==> src/core/uotg_cfg.svh <==
// Constants of the dual-role port status and control block.
// Assumes a 10 MHz module clock and a 16-bit register port with 8-bit addresses.
`ifndef UOTG_CFG_SVH
`define UOTG_CFG_SVH

// Register byte offsets
`define UOTG_OFS_STAT 8'h00
`define UOTG_OFS_CTRL 8'h04
`define UOTG_OFS_IFLG 8'h08
`define UOTG_OFS_IMSK 8'h0C
`define UOTG_OFS_MODE 8'h10

// Status field positions
`define UOTG_ST_PLUG 7
`define UOTG_ST_LINE 5
`define UOTG_ST_SESVLD 3
`define UOTG_ST_SESSION_END_FLAG 2
`define UOTG_ST_AVALID 0
`define UOTG_ST_IMPL 8'hAD

// Control field positions
`define UOTG_CT_DPPU 7
`define UOTG_CT_DMPU 6
`define UOTG_CT_DPPD 5
`define UOTG_CT_DMPD 4
`define UOTG_CT_PWRON 3
`define UOTG_CT_DUAL 2
`define UOTG_CT_CHG 1
`define UOTG_CT_DIS 0

// Mode field positions
`define UOTG_MD_HOST 3
`define UOTG_MD_USB_MODULE_ENABLE 0
`define UOTG_MD_IMPL 8'h09

// Reset values
`define UOTG_CTRL_RST 8'h00
`define UOTG_MODE_RST 8'h00
`define UOTG_STAT_RST 8'h00
`define UOTG_IFLG_RST 8'h00
`define UOTG_IMSK_RST 8'h00

// Timing
`define UOTG_CLK_HZ 10000000
`define UOTG_STABLE_TIME_MS 1
`define UOTG_US_CYCLES (`UOTG_CLK_HZ / 1000000)
`define UOTG_STABLE_US (`UOTG_STABLE_TIME_MS * 1000)

`endif

==> src/core/uotg_pkg.sv <==
// Types shared by the dual-role port status and control block.
// Assumes the constants of uotg_cfg.svh are included where numbers are needed.
package uotg_pkg;
    typedef logic [15:0] uotg_word_t;
    typedef logic [7:0] uotg_byte_t;
    typedef logic [7:0] uotg_addr_t;
    // Line timer states
    typedef enum logic {
        UOTG_LST_COUNT = 1'b0,
        UOTG_LST_STABLE = 1'b1
    } uotg_lst_t;
endpackage

==> src/core/uotg_line_timer.sv <==
// Line-state stability timer: flags a bus line state unchanged for the stable time.
// Assumes lineState is already synchronised to clk.
`timescale 1ns/1ps
`include "uotg_cfg.svh"
module uotg_line_timer
    import uotg_pkg::*;
#(
    parameter int US_CYCLES = `UOTG_US_CYCLES,
    parameter int STABLE_US = `UOTG_STABLE_US
) (
    input wire logic clk,
    input wire logic rst_b,
    input wire logic [1:0] lineState,
    output logic stable
);
    logic [1:0] prevLine_r, prevLine_nxt;
    logic [7:0] pre_r, pre_nxt;
    logic [15:0] usCnt_r, usCnt_nxt;
    uotg_lst_t state_r, state_nxt;
    logic usTick;

    // Microsecond enable pulse; restarts with the count so the window is exact
    always_comb begin
        prevLine_nxt = lineState;
        usTick = (pre_r == 8'(US_CYCLES - 1));
        pre_nxt = usTick ? 8'h00 : pre_r + 8'h01;
        usCnt_nxt = usCnt_r;
        state_nxt = state_r;
        if (lineState != prevLine_r) begin
            pre_nxt = 8'h00; // RULE11
            usCnt_nxt = 16'h0000;
            state_nxt = UOTG_LST_COUNT; // RULE5
        end else begin
            unique case (state_r)
                UOTG_LST_COUNT: begin
                    if (usTick) begin
                        usCnt_nxt = usCnt_r + 16'h0001;
                        if (usCnt_r == 16'(STABLE_US - 1)) begin
                            state_nxt = UOTG_LST_STABLE; // RULE11
                        end
                    end
                end
                UOTG_LST_STABLE: begin
                    usCnt_nxt = usCnt_r; // Held until the next change
                end
            endcase
        end
    end

    always_ff @(posedge clk) begin
        if (!rst_b) begin
            prevLine_r <= 2'b00;
            pre_r <= 8'h00;
            usCnt_r <= 16'h0000;
            state_r <= UOTG_LST_COUNT;
        end else begin
            prevLine_r <= prevLine_nxt;
            pre_r <= pre_nxt;
            usCnt_r <= usCnt_nxt;
            state_r <= state_nxt;
        end
    end

    assign stable = (state_r == UOTG_LST_STABLE);
endmodule

==> src/core/uotg_status_control.sv <==
// Dual-role port status and control registers with line-stable timer and interrupt.
// Assumes a plain register port on clk, comparator and cable pins from outside clk.
// Contract
// RULE1 - Status register reads only while host role enabled; otherwise zero.
// RULE2 - Upper byte and bits 6, 4, 1 of status read zero; writes ignored.
// RULE3 - Status bits are hardware-driven, read-only, zero after reset.
// RULE4 - Bit 7 one for no plug or B cable, zero for A plug.
// RULE5 - Bit 5 set when line state unchanged for previous 1 ms.
// RULE6 - Bit 3 set while supply above session-valid threshold.
// RULE7 - Bit 2 set while supply below B session-end threshold.
// RULE8 - Bit 0 set while supply above A supply-valid threshold.
// RULE9 - Pull-up control bits enable D- and D+ pull-ups directly.
// RULE10 - Dual-role enable gives software the pulls; else derived from role enables.
// RULE11 - Stability counter restarts on line change, flags at one millisecond.
`timescale 1ns/1ps
`include "uotg_cfg.svh"
module uotg_status_control
    import uotg_pkg::*;
#(
    parameter int STABLE_US = `UOTG_STABLE_US
) (
    input wire logic clk,
    input wire logic rst_b,
    input wire logic [7:0] regAddr,
    input wire logic [15:0] regWdata,
    input wire logic regWr,
    input wire logic regRd,
    output logic [15:0] regRdata,
    input wire logic idPin,
    input wire logic se0Det,
    input wire logic jStateDet,
    input wire logic sessionValidCmp,
    input wire logic sessionEndCmp,
    input wire logic supplyValidCmp,
    output logic dplusPullupEn,
    output logic dminusPullupEn,
    output logic dplusPulldownEn,
    output logic dminusPulldownEn,
    output logic busPowerOn,
    output logic busChargeSel,
    output logic busDischargeEn,
    output logic irq
);
    // Pin vector order, lowest bit first: supply valid, session end, session valid, J, SE0, id
    localparam int NPIN = 6;
    localparam int P_SUPPLY = 0;
    localparam int P_SESSION_END_FLAG = 1;
    localparam int P_SESVLD = 2;
    localparam int P_JSTATE = 3;
    localparam int P_SE0 = 4;
    localparam int P_ID = 5;

    // Synchroniser stages and debounced pin levels
    logic [NPIN-1:0] pinRaw;
    logic [NPIN-1:0] sync1_r, sync1_nxt;
    logic [NPIN-1:0] sync2_r, sync2_nxt;
    logic [NPIN-1:0] sync3_r, sync3_nxt;
    logic [NPIN-1:0] filt_r, filt_nxt;
    logic lineStable;

    // Register file and registered read data
    uotg_byte_t stat_r, stat_nxt;
    uotg_byte_t ctrl_r, ctrl_nxt;
    uotg_byte_t mode_r, mode_nxt;
    uotg_byte_t iflg_r, iflg_nxt;
    uotg_byte_t imsk_r, imsk_nxt;
    uotg_word_t rdata_r, rdata_nxt;
    logic irq_r, irq_nxt;

    // Output flops: pulls follow control in dual-role mode, else the role; supply switches copy control
    logic dpPu_r, dpPu_nxt;
    logic dmPu_r, dmPu_nxt;
    logic dpPd_r, dpPd_nxt;
    logic dmPd_r, dmPd_nxt;
    logic pwrOn_r, pwrOn_nxt;
    logic chg_r, chg_nxt;
    logic dis_r, dis_nxt;

    // Decode results and event terms
    logic hitStat, hitCtrl, hitIflg, hitImsk, hitMode;
    logic wrCtrl, wrMode, wrImsk, wrIflg;
    logic hostRole, usbOn, dualRole;
    uotg_byte_t statEvent;
    uotg_byte_t iflgClr;

    assign pinRaw = {idPin, se0Det, jStateDet, sessionValidCmp, sessionEndCmp, supplyValidCmp};

    // Three-stage synchroniser; stage one feeds only stage two
    always_comb begin
        sync1_nxt = pinRaw;
        sync2_nxt = sync1_r;
        sync3_nxt = sync2_r;
    end

    always_ff @(posedge clk) begin
        if (!rst_b) begin
            sync1_r <= '0;
            sync2_r <= '0;
            sync3_r <= '0;
        end else begin
            sync1_r <= sync1_nxt;
            sync2_r <= sync2_nxt;
            sync3_r <= sync3_nxt;
        end
    end

    // A pin change counts only once stages two and three agree
    genvar gi;
    generate
        for (gi = 0; gi < NPIN; gi++) begin : g_filt
            always_comb begin
                filt_nxt[gi] = (sync2_r[gi] == sync3_r[gi]) ? sync3_r[gi] : filt_r[gi];
            end
        end
    endgenerate

    always_ff @(posedge clk) begin
        if (!rst_b) begin
            filt_r <= '0;
        end else begin
            filt_r <= filt_nxt;
        end
    end

    // Stability of the SE0/J line state pair
    uotg_line_timer #(
        .US_CYCLES(`UOTG_US_CYCLES),
        .STABLE_US(STABLE_US)
    ) u_line_timer (
        .clk(clk),
        .rst_b(rst_b),
        .lineState({filt_r[P_SE0], filt_r[P_JSTATE]}),
        .stable(lineStable)
    );

    // Address decode
    always_comb begin
        hitStat = (regAddr == `UOTG_OFS_STAT);
        hitCtrl = (regAddr == `UOTG_OFS_CTRL);
        hitIflg = (regAddr == `UOTG_OFS_IFLG);
        hitImsk = (regAddr == `UOTG_OFS_IMSK);
        hitMode = (regAddr == `UOTG_OFS_MODE);
        wrCtrl = regWr && hitCtrl;
        wrMode = regWr && hitMode;
        wrImsk = regWr && hitImsk;
        wrIflg = regWr && hitIflg;
        hostRole = mode_r[`UOTG_MD_HOST];
        usbOn = mode_r[`UOTG_MD_USB_MODULE_ENABLE];
        dualRole = ctrl_r[`UOTG_CT_DUAL];
    end

    // Status tracks the filtered pins; software cannot write it
    always_comb begin
        stat_nxt = `UOTG_STAT_RST; // RULE2
        stat_nxt[`UOTG_ST_PLUG] = filt_r[P_ID]; // RULE4
        stat_nxt[`UOTG_ST_LINE] = lineStable; // RULE5
        stat_nxt[`UOTG_ST_SESVLD] = filt_r[P_SESVLD]; // RULE6
        stat_nxt[`UOTG_ST_SESSION_END_FLAG] = filt_r[P_SESSION_END_FLAG]; // RULE7
        stat_nxt[`UOTG_ST_AVALID] = filt_r[P_SUPPLY]; // RULE8
    end

    // Status register; the read mux sees only this copy
    always_ff @(posedge clk) begin
        if (!rst_b) begin
            stat_r <= `UOTG_STAT_RST; // RULE3
        end else begin
            stat_r <= stat_nxt; // RULE3
        end
    end

    // Software-written control and role registers
    always_comb begin
        ctrl_nxt = ctrl_r;
        mode_nxt = mode_r;
        imsk_nxt = imsk_r;
        if (wrCtrl) begin
            ctrl_nxt = regWdata[7:0];
        end
        if (wrMode) begin
            mode_nxt = regWdata[7:0] & `UOTG_MD_IMPL;
        end
        if (wrImsk) begin
            imsk_nxt = regWdata[7:0] & `UOTG_ST_IMPL;
        end
    end

    // Software registers clear on reset only
    always_ff @(posedge clk) begin
        if (!rst_b) begin
            ctrl_r <= `UOTG_CTRL_RST;
            mode_r <= `UOTG_MODE_RST;
            imsk_r <= `UOTG_IMSK_RST;
        end else begin
            ctrl_r <= ctrl_nxt;
            mode_r <= mode_nxt;
            imsk_r <= imsk_nxt;
        end
    end

    // Any status edge is an event; writing a one clears its flag
    always_comb begin
        statEvent = (stat_nxt ^ stat_r) & `UOTG_ST_IMPL;
        iflgClr = wrIflg ? regWdata[7:0] : 8'h00;
    end

    // One sticky flag per status bit; a set in the clearing cycle wins so no edge is lost
    genvar fi;
    generate
        for (fi = 0; fi < 8; fi++) begin : g_flag
            always_comb begin
                if (statEvent[fi]) begin
                    iflg_nxt[fi] = 1'b1;
                end else if (iflgClr[fi]) begin
                    iflg_nxt[fi] = 1'b0;
                end else begin
                    iflg_nxt[fi] = iflg_r[fi];
                end
            end
        end
    endgenerate

    // Interrupt follows the next flags so it rises with them
    always_comb begin
        irq_nxt = |(iflg_nxt & imsk_nxt);
    end

    // Flags and interrupt registered together
    always_ff @(posedge clk) begin
        if (!rst_b) begin
            iflg_r <= `UOTG_IFLG_RST;
            irq_r <= 1'b0;
        end else begin
            iflg_r <= iflg_nxt;
            irq_r <= irq_nxt;
        end
    end

    // Pull resistors: software direct in dual-role mode, else by role
    always_comb begin
        if (dualRole) begin
            dpPu_nxt = ctrl_r[`UOTG_CT_DPPU]; // RULE9
            dmPu_nxt = ctrl_r[`UOTG_CT_DMPU]; // RULE9
            dpPd_nxt = ctrl_r[`UOTG_CT_DPPD]; // RULE10
            dmPd_nxt = ctrl_r[`UOTG_CT_DMPD]; // RULE10
        end else if (hostRole) begin
            // Host holds both lines low so an attach can be seen
            dpPu_nxt = 1'b0; // RULE10
            dmPu_nxt = 1'b0;
            dpPd_nxt = 1'b1;
            dmPd_nxt = 1'b1;
        end else if (usbOn) begin
            // Peripheral connects as full speed on D+
            dpPu_nxt = 1'b1; // RULE10
            dmPu_nxt = 1'b0;
            dpPd_nxt = 1'b0;
            dmPd_nxt = 1'b0;
        end else begin
            dpPu_nxt = 1'b0; // RULE10
            dmPu_nxt = 1'b0;
            dpPd_nxt = 1'b0;
            dmPd_nxt = 1'b0;
        end
    end

    // Pull flops; outputs lag the control write by one edge
    always_ff @(posedge clk) begin
        if (!rst_b) begin
            dpPu_r <= 1'b0;
            dmPu_r <= 1'b0;
            dpPd_r <= 1'b0;
            dmPd_r <= 1'b0;
        end else begin
            dpPu_r <= dpPu_nxt;
            dmPu_r <= dmPu_nxt;
            dpPd_r <= dpPd_nxt;
            dmPd_r <= dmPd_nxt;
        end
    end

    // Supply switches copy control in every role; software owns the power sequencing
    always_comb begin
        pwrOn_nxt = ctrl_r[`UOTG_CT_PWRON];
        chg_nxt = ctrl_r[`UOTG_CT_CHG];
        dis_nxt = ctrl_r[`UOTG_CT_DIS];
    end

    always_ff @(posedge clk) begin
        if (!rst_b) begin
            pwrOn_r <= 1'b0;
            chg_r <= 1'b0;
            dis_r <= 1'b0;
        end else begin
            pwrOn_r <= pwrOn_nxt;
            chg_r <= chg_nxt;
            dis_r <= dis_nxt;
        end
    end

    // Read data stand for one cycle only; unmapped reads give zero
    always_comb begin
        rdata_nxt = 16'h0000;
        if (regRd) begin
            if (hitStat && hostRole) begin
                rdata_nxt = {8'h00, stat_r & `UOTG_ST_IMPL}; // RULE1
            end else if (hitCtrl) begin
                rdata_nxt = {8'h00, ctrl_r};
            end else if (hitIflg) begin
                rdata_nxt = {8'h00, iflg_r};
            end else if (hitImsk) begin
                rdata_nxt = {8'h00, imsk_r};
            end else if (hitMode) begin
                rdata_nxt = {8'h00, mode_r};
            end
        end
    end

    // Read data register; zero between reads
    always_ff @(posedge clk) begin
        if (!rst_b) begin
            rdata_r <= 16'h0000;
        end else begin
            rdata_r <= rdata_nxt;
        end
    end

    // Every output straight from a flop
    assign regRdata = rdata_r;

    // Level interrupt
    assign irq = irq_r;

    // Line pulls
    assign dplusPullupEn = dpPu_r;
    assign dminusPullupEn = dmPu_r;
    assign dplusPulldownEn = dpPd_r;
    assign dminusPulldownEn = dmPd_r;

    // Supply switches
    assign busPowerOn = pwrOn_r;
    assign busChargeSel = chg_r;
    assign busDischargeEn = dis_r;
endmodule

==> config.mk <==
export PLATFORM = sky130hd
export DESIGN_NAME = uotg_status_control
export DESIGN_NICKNAME = d
export VERILOG_FILES = /design/src/core/uotg_pkg.sv /design/src/core/uotg_line_timer.sv /design/src/core/uotg_status_control.sv
export VERILOG_INCLUDE_DIRS = /design/src /design/src/core
export SDC_FILE = /design/constraint.sdc
export NUM_CORES = 1
export LEC_CHECK = 0
export BUFFER_PORTS_ARGS = -buffer_cell sky130_fd_sc_hd__buf_2
export CAP_MARGIN = 20
export CORE_UTILIZATION = 56
export CTS_CLUSTER_SIZE = 16
export DETAILED_ROUTE_END_ITERATION = 8
export GPL_TIMING_DRIVEN = 0
export PLACE_DENSITY = 0.78
export SYNTH_ARGS = -nofsm -noshare
export SYNTH_HDL_FRONTEND = slang
export SYNTH_SLANG_ARGS = --single-unit
==> constraint.sdc <==
create_clock -name clk -period 3.09 [get_ports clk]
set_clock_uncertainty 0.05 [all_clocks]
set_input_delay 0.4635 -clock clk [delete_from_list [all_inputs] [get_ports clk]]
set_output_delay 0.4635 -clock clk [all_outputs]
set_load 0.02 [all_outputs]
Yosys cells after proc, flatten, opt, wreduce, memory -nomap -nowiden
Index checks and enable logic that the tools add are counted.
{ "totals": {"register_bits": 109, "output_inout_bits": 24, "word_cells": 96} }
{ "op_classes": {"n_addsub": 2, "eq_ne": 14, "n_mux": 31, "bitwise_logic": 5, "reduce_logical": 14} }
{ "op_table": {"columns": ["cell", "count"], "rows": [
  ["two-way mux 8 bit", 6],
  ["two-way mux 16 bit", 2],
  ["equality test 8 x 4 -> 1 bit (second input constant)", 3],
  ["two-way mux 1 bit", 22],
  ["adder 16 x 1 -> 16 bit (second input constant)", 1],
  ["equality test 16 x 10 -> 1 bit (second input constant)", 1],
  ["adder 8 x 1 -> 8 bit (second input constant)", 1],
  ["AND 8 bit", 1],
  ["equality test 8 x 3 -> 1 bit (second input constant)", 1],
  ["equality test 8 x 5 -> 1 bit (second input constant)", 1],
  ["zero test 8 bit", 1],
  ["OR reduction 8 bit", 1],
  ["bitwise XOR 8 bit", 1],
  ["equality test 1 bit", 6],
  ["AND reduction 2 bit", 3],
  ["OR reduction 3 bit", 2],
  ["OR reduction 6 bit", 1],
  ["logical AND 1 bit", 5],
  ["two-way mux 4 bit", 1],
  ["NOT 1 bit", 3],
  ["!= test 2 x 1 -> 1 bit (second input constant)", 1],
  ["!= test 2 bit", 1],
  ["OR reduction 2 bit", 1]
]} }

Depth between registers and ports, before layout
{ "logic_depth": {"ltp_word": 7, "depth_mapped": 7, "mapped_depth_nobuf": 6} }

Cells and area by module
A second synthesis with hierarchy kept.
{ "unflattened": {"hier_cells": 430, "hier_area_um2": 4073.9} }
{ "modules_own_cells": {"columns": ["module", "instances", "cells_per_inst", "area_per_inst_um2", "seq_area_each_um2"], "rows": [
  ["uotg_status_control", 1, 294, 2834.0, 1421.4],
  ["uotg_line_timer", 1, 136, 1239.9, 540.5]
]} }

Worst setup path after synthesis
Ideal clock, no wire load.
{ "synth_timing": {"kind": "in2reg", "start": "input port regAddr[7]", "end": "register irq_r (netlist: irq)", "arrival_ns": 2.175, "required_time_ns": 2.920, "path_slack_ns": 0.746, "cell_stages": 5, "n_path_buf": 0, "path_cell_list": "or4b_1 > or4_4 > a311oi_2 > o211ai_1 > o31a_1"} }
{ "synth_via": {"elab_chain_len": 7, "elab_cells_between_ends": 21} }
{ "synth_lines": {"columns": ["item", "line", "source"], "rows": [
  ["from (decl)", "uotg_status_control.sv:24", "input wire logic [7:0] regAddr,"],
  ["equality test 8 x 4 -> 1 bit (no source line)", null, null],
  ["logical AND 1 bit", "uotg_status_control.sv:146", "wrIflg = regWr && hitIflg;"],
  ["two-way mux 8 bit", "uotg_status_control.sv:203", "iflgClr = wrIflg ? regWdata[7:0] : 8'h00;"],
  ["two-way mux 1 bit", "uotg_status_control.sv:213", "end else if (iflgClr[fi]) begin"],
  ["two-way mux 1 bit", "uotg_status_control.sv:211", "if (statEvent[fi]) begin"],
  ["AND 8 bit (*)", "uotg_status_control.sv:224", "irq_nxt = |(iflg_nxt & imsk_nxt);"],
  ["OR reduction 8 bit (*)", "uotg_status_control.sv:224", null],
  ["to (signal assigned)", "uotg_status_control.sv:234", "irq_r <= irq_nxt;"],
  ["to (decl)", "uotg_status_control.sv:68", "logic irq_r, irq_nxt;"]
]} }
Mark *: on every way between the ends. The rest lies on a longest branch, timed or not.
A chain may end at the register's enable or synchronous reset.

Final worst setup path
Same ends and word-level chain as after synthesis.

==> flow_summary.rst <==
.. list-table::
   :header-rows: 1

   * - Metric
     - Value
   * - Post-synth EDFFs
     - 0
   * - CP max stage cell
     - nor4b_1
   * - Initial DRT Pass Iterations
     - 4
   * - Global-route usage over all layers
     - between 20% and 30%
   * - Reported max-cap violation count
     - 0
   * - Die span in x
     - 86.6 um
   * - CTS sink cnt
     - 98
   * - Die Y
     - 86.6 um
   * - First-pass GRT wire length
     - around 13 mm
   * - Count of nets left with antenna violations after detail routing
     - 0
   * - Startpoint kind of the worst setup timing path
     - input pin
   * - HP Class
     - input pin to flop
   * - Sequential-to-total area share from yosys stat
     - 49.0%
   * - Commonest cells in the netlist
     - 98 x dfxtp_1, 32 x and2_1, 31 x nand2_1
   * - First-iteration detailed-routing DRC count
     - 150
   * - PortBufs
     - 40
   * - Setup violators final
     - 0
   * - Count of unresolved DRC violations after routing
     - 0
   * - Endpoint required time on the critical path
     - roughly 3.3 ns
   * - Worst setup EP type
     - flop
   * - Top post-synthesis cells by area
     - dfxtp_1 49%, and2_1 5.0%, xnor2_1 3.9%
   * - Routed wire length
     - ~8.1 mm
   * - Final RePlAce weighted congestion
     - 0.901
   * - Share of the synthesized area in the top cell type
     - just under 50%
   * - Post-CTS Setup Inserts
     - 0
   * - Growth of design area from synthesis to finish
     - 12.6%
   * - R2R depth
     - 6
   * - Number of synthesized register bits
     - slightly below 100
   * - Core ar.
     - 6870 sq um
   * - Critical setup path kind
     - input pin to flop
   * - Ordered cell list for the critical path
     - buf_2 -> nor4b_1 -> nand3_1 -> buf_2 -> a221oi_1 -> o211ai_1 -> o31a_1
   * - Hold violation count in the final report
     - 0
   * - Post-Route Setup TNS
     - 0 ns
   * - Final antenna diode count
     - 0
   * - Number of buffers between clock root and the deepest sink
     - 2
   * - Ratio of cells with drive above 1 in the final layout
     - between 10% and 20%
   * - Highest ir drop seen on vdd
     - about 280 uV
   * - Clock-pin slew of the registers on the worst-case setup and hold paths
     - roughly 0.090 ns
   * - Io pins
     - 58
   * - Most used standard cell by instance count after synthesis
     - dfxtp_1
   * - H-Tree Depth
     - 3
   * - Cell count after synthesis
     - ~420
   * - Summed instance area of the synthesized netlist
     - 4010 sq um
   * - Leakage power total
     - between 1.5 and 2 nW
   * - Run status
     - finished clean
   * - Synth Flop Type
     - dfxtp_1
   * - Arrival time worst endpoint
     - 2.70 ns
   * - Worst-Margin Slew
     - 1.14 ns
   * - Overflow after GRT
     - 0
   * - Post-CTS Resized
     - 0
   * - Yosys Warn Count
     - 0
   * - Rows
     - 30
   * - CTS tree
     - built
   * - Delay of the slowest cell on the worst path
     - approximately 0.97 ns
   * - Number of global-route vias before repair
     - 2822
   * - Filler cell count in the final layout
     - around 570
   * - Ratio of routed vias to standard cells
     - 5.33
   * - Peak fanout along the critical path
     - 10
   * - Number of clock buffers inserted by TritonCTS
     - 9
   * - Initial core utilization
     - 58.3%
   * - Average detailed-routed wire length per instance
     - approximately 14 um
   * - Total Power
     - 2.11 mW
   * - Clock period minus final worst setup slack
     - about 2.5 ns
   * - Most used cell along the critical path
     - buf_2
   * - Half-perimeter wire length after placement
     - 5.70 mm
   * - Netlist cell types
     - 47
   * - Fin. max-slew vios
     - 0
   * - Highest achievable clock rate
     - between 400 and 500 MHz
   * - RSZ-0062 raised after global routing
     - no
   * - Overall die area
     - 7500 sq um
   * - Max transition margin
     - a little under a quarter
   * - Net count of the finished layout
     - 517
   * - Async set-reset flop share out of synthesis
     - 0%
   * - Cell taking the most area after synthesis
     - dfxtp_1
   * - Via count of the routed design
     - approximately 3.1k
   * - Initial antenna violation count
     - 0
   * - Worst hold path depth
     - 2
   * - Total power divided by cell area
     - 467 nW/um^2
   * - Clock insertion delay at the later pin of the skew report
     - between 0.3 and 0.4 ns
   * - Mean Syn Cell Area
     - around 9.5 sq um
   * - Cell at the root of the clock tree
     - clkbuf_8
   * - Ratio of final minimum period to clock period
     - about four fifths
   * - Post-CTS Hold Fix Bufs
     - 0
   * - Maximum number of pins on one net before global-route repair
     - 16
## path summary, 6_finish.rpt
kind,from,end,slack [ns]
worst min register to register,sync1_r[4]$_SDFF_PN0_,sync2_r[4]$_SDFF_PN0_,0.39
worst max register to register,u_line_timer.pre_r[2]$_SDFF_PP0_,u_line_timer.usCnt_r[14]$_SDFFE_PP0P_,1.07
worst max-delay path,regAddr[7],irq$_SDFF_PN0_,0.60
worst min-delay path,sessionValidCmp,sync1_r[2]$_SDFF_PN0_,0.26
## cell type report
cell class,count,area (sq um),share of cell area (%)
repair buffers,40,200,4.44
clock buffers,10,128,2.83
clock inverters,5,31.3,0.693
multi-input cells,301,1930,42.7
inverters,5,18.8,0.416
flip-flops and latches,98,1960,43.5
plain buffers,25,126,2.80
well taps,96,120,2.66
## report_power, final
group,switching [mW],internal [mW],total [mW]
combinational,0.0671,0.0436,0.111
clock,0.425,0.288,0.712
sequential,0.00812,1.28,1.28
## layout by cell type (no fill, tap or decap), types with 2 or more instances in the layout
cell type  netlist  routed
nor4_1           4       4
xnor2_1         18      18
clkinv_2         0       3
nand2_1         31      31
and2_1          32      32
mux2_2           9       9
o21ai_0         10      10
mux2i_1         15      15
a22oi_1          5       5
or3_1            2       2
a21o_1           3       3
nand2b_1         5       5
a22o_1           2       2
and3_1          12      12
o221ai_1         2       2
nor2b_1         22      22
nor2_1          29      29
xor2_1           8       8
a21boi_0        10      10
conb_1           1       8
a21oi_1         15      15
a31oi_1          3       3
nor4b_1          2       2
nor3_1          11      11
o211ai_1         2       2
clkbuf_1        15      16
buf_2            2      42
o22a_1           2       2
or2_2            2       2
nand3_1         13      13
inv_1            5       5
dfxtp_1         98      98
nand4_1          8       8
clkbuf_8         0       9
ha_1             3       3
buf_4            8       8
## logic make-up after synthesis
kind of cell	share of synthesized area, %
buf+inv	3.62
simple gates	24.6
mux	6.28
other cells	0.0936
compound gates	9.87
fa+ha+maj	0.937
flops	49.0
xor+xnor	5.68
## metrics by stage
stage | setup WS (ns) | utilization (%) | instance area [sq um] | hold WS [ns] | instances
after global placement | 0.331 | 63.4 | 4350 | 0.364 | 565
after CTS | 0.693 | 65.7 | 4510 | 0.249 | 580
after detailed placement | 0.314 | 63.4 | 4350 | 0.369 | 565
final | 0.596 | 65.7 | 4510 | 0.258 | 580
after floorplan | 0.746 | - | 4030 | 0.362 | 429
after global routing | 0.486 | 65.7 | 4510 | 0.249 | 580
## flip-flops by register name (all words and copies together), names as in the netlist
signal,cells
iflg_r,8
ctrl_r,8
imsk_r,8
regRdata,8
dplusPulldownEn,1
dminusPulldownEn,1
u_line_timer.stable,1
dplusPullupEn,1
sync3_r,6
dminusPullupEn,1
stat_r,5
mode_r,2
busDischargeEn,1
busPowerOn,1
u_line_timer.pre_r,8
sync2_r,6
filt_r,6
u_line_timer.usCnt_r,16
busChargeSel,1
sync1_r,6
irq,1
u_line_timer.prevLine_r,2
## worst max-delay path, delay by kind of cell
kind | cells | cell delay (ns)
compound gates | 3 | 0.69
buf+inv | 2 | 0.38
simple gates | 2 | 1.17
## routing by layer
layer,share of wire (%),vias up,global-route usage (%)
li1,-,1554,-
met1,48,1416,31.0
met4,2.2,0,9.09
met2,44,107,35.1
met3,5.7,16,6.76
met5,0,-,0
(Power assumes the default switching activity.)
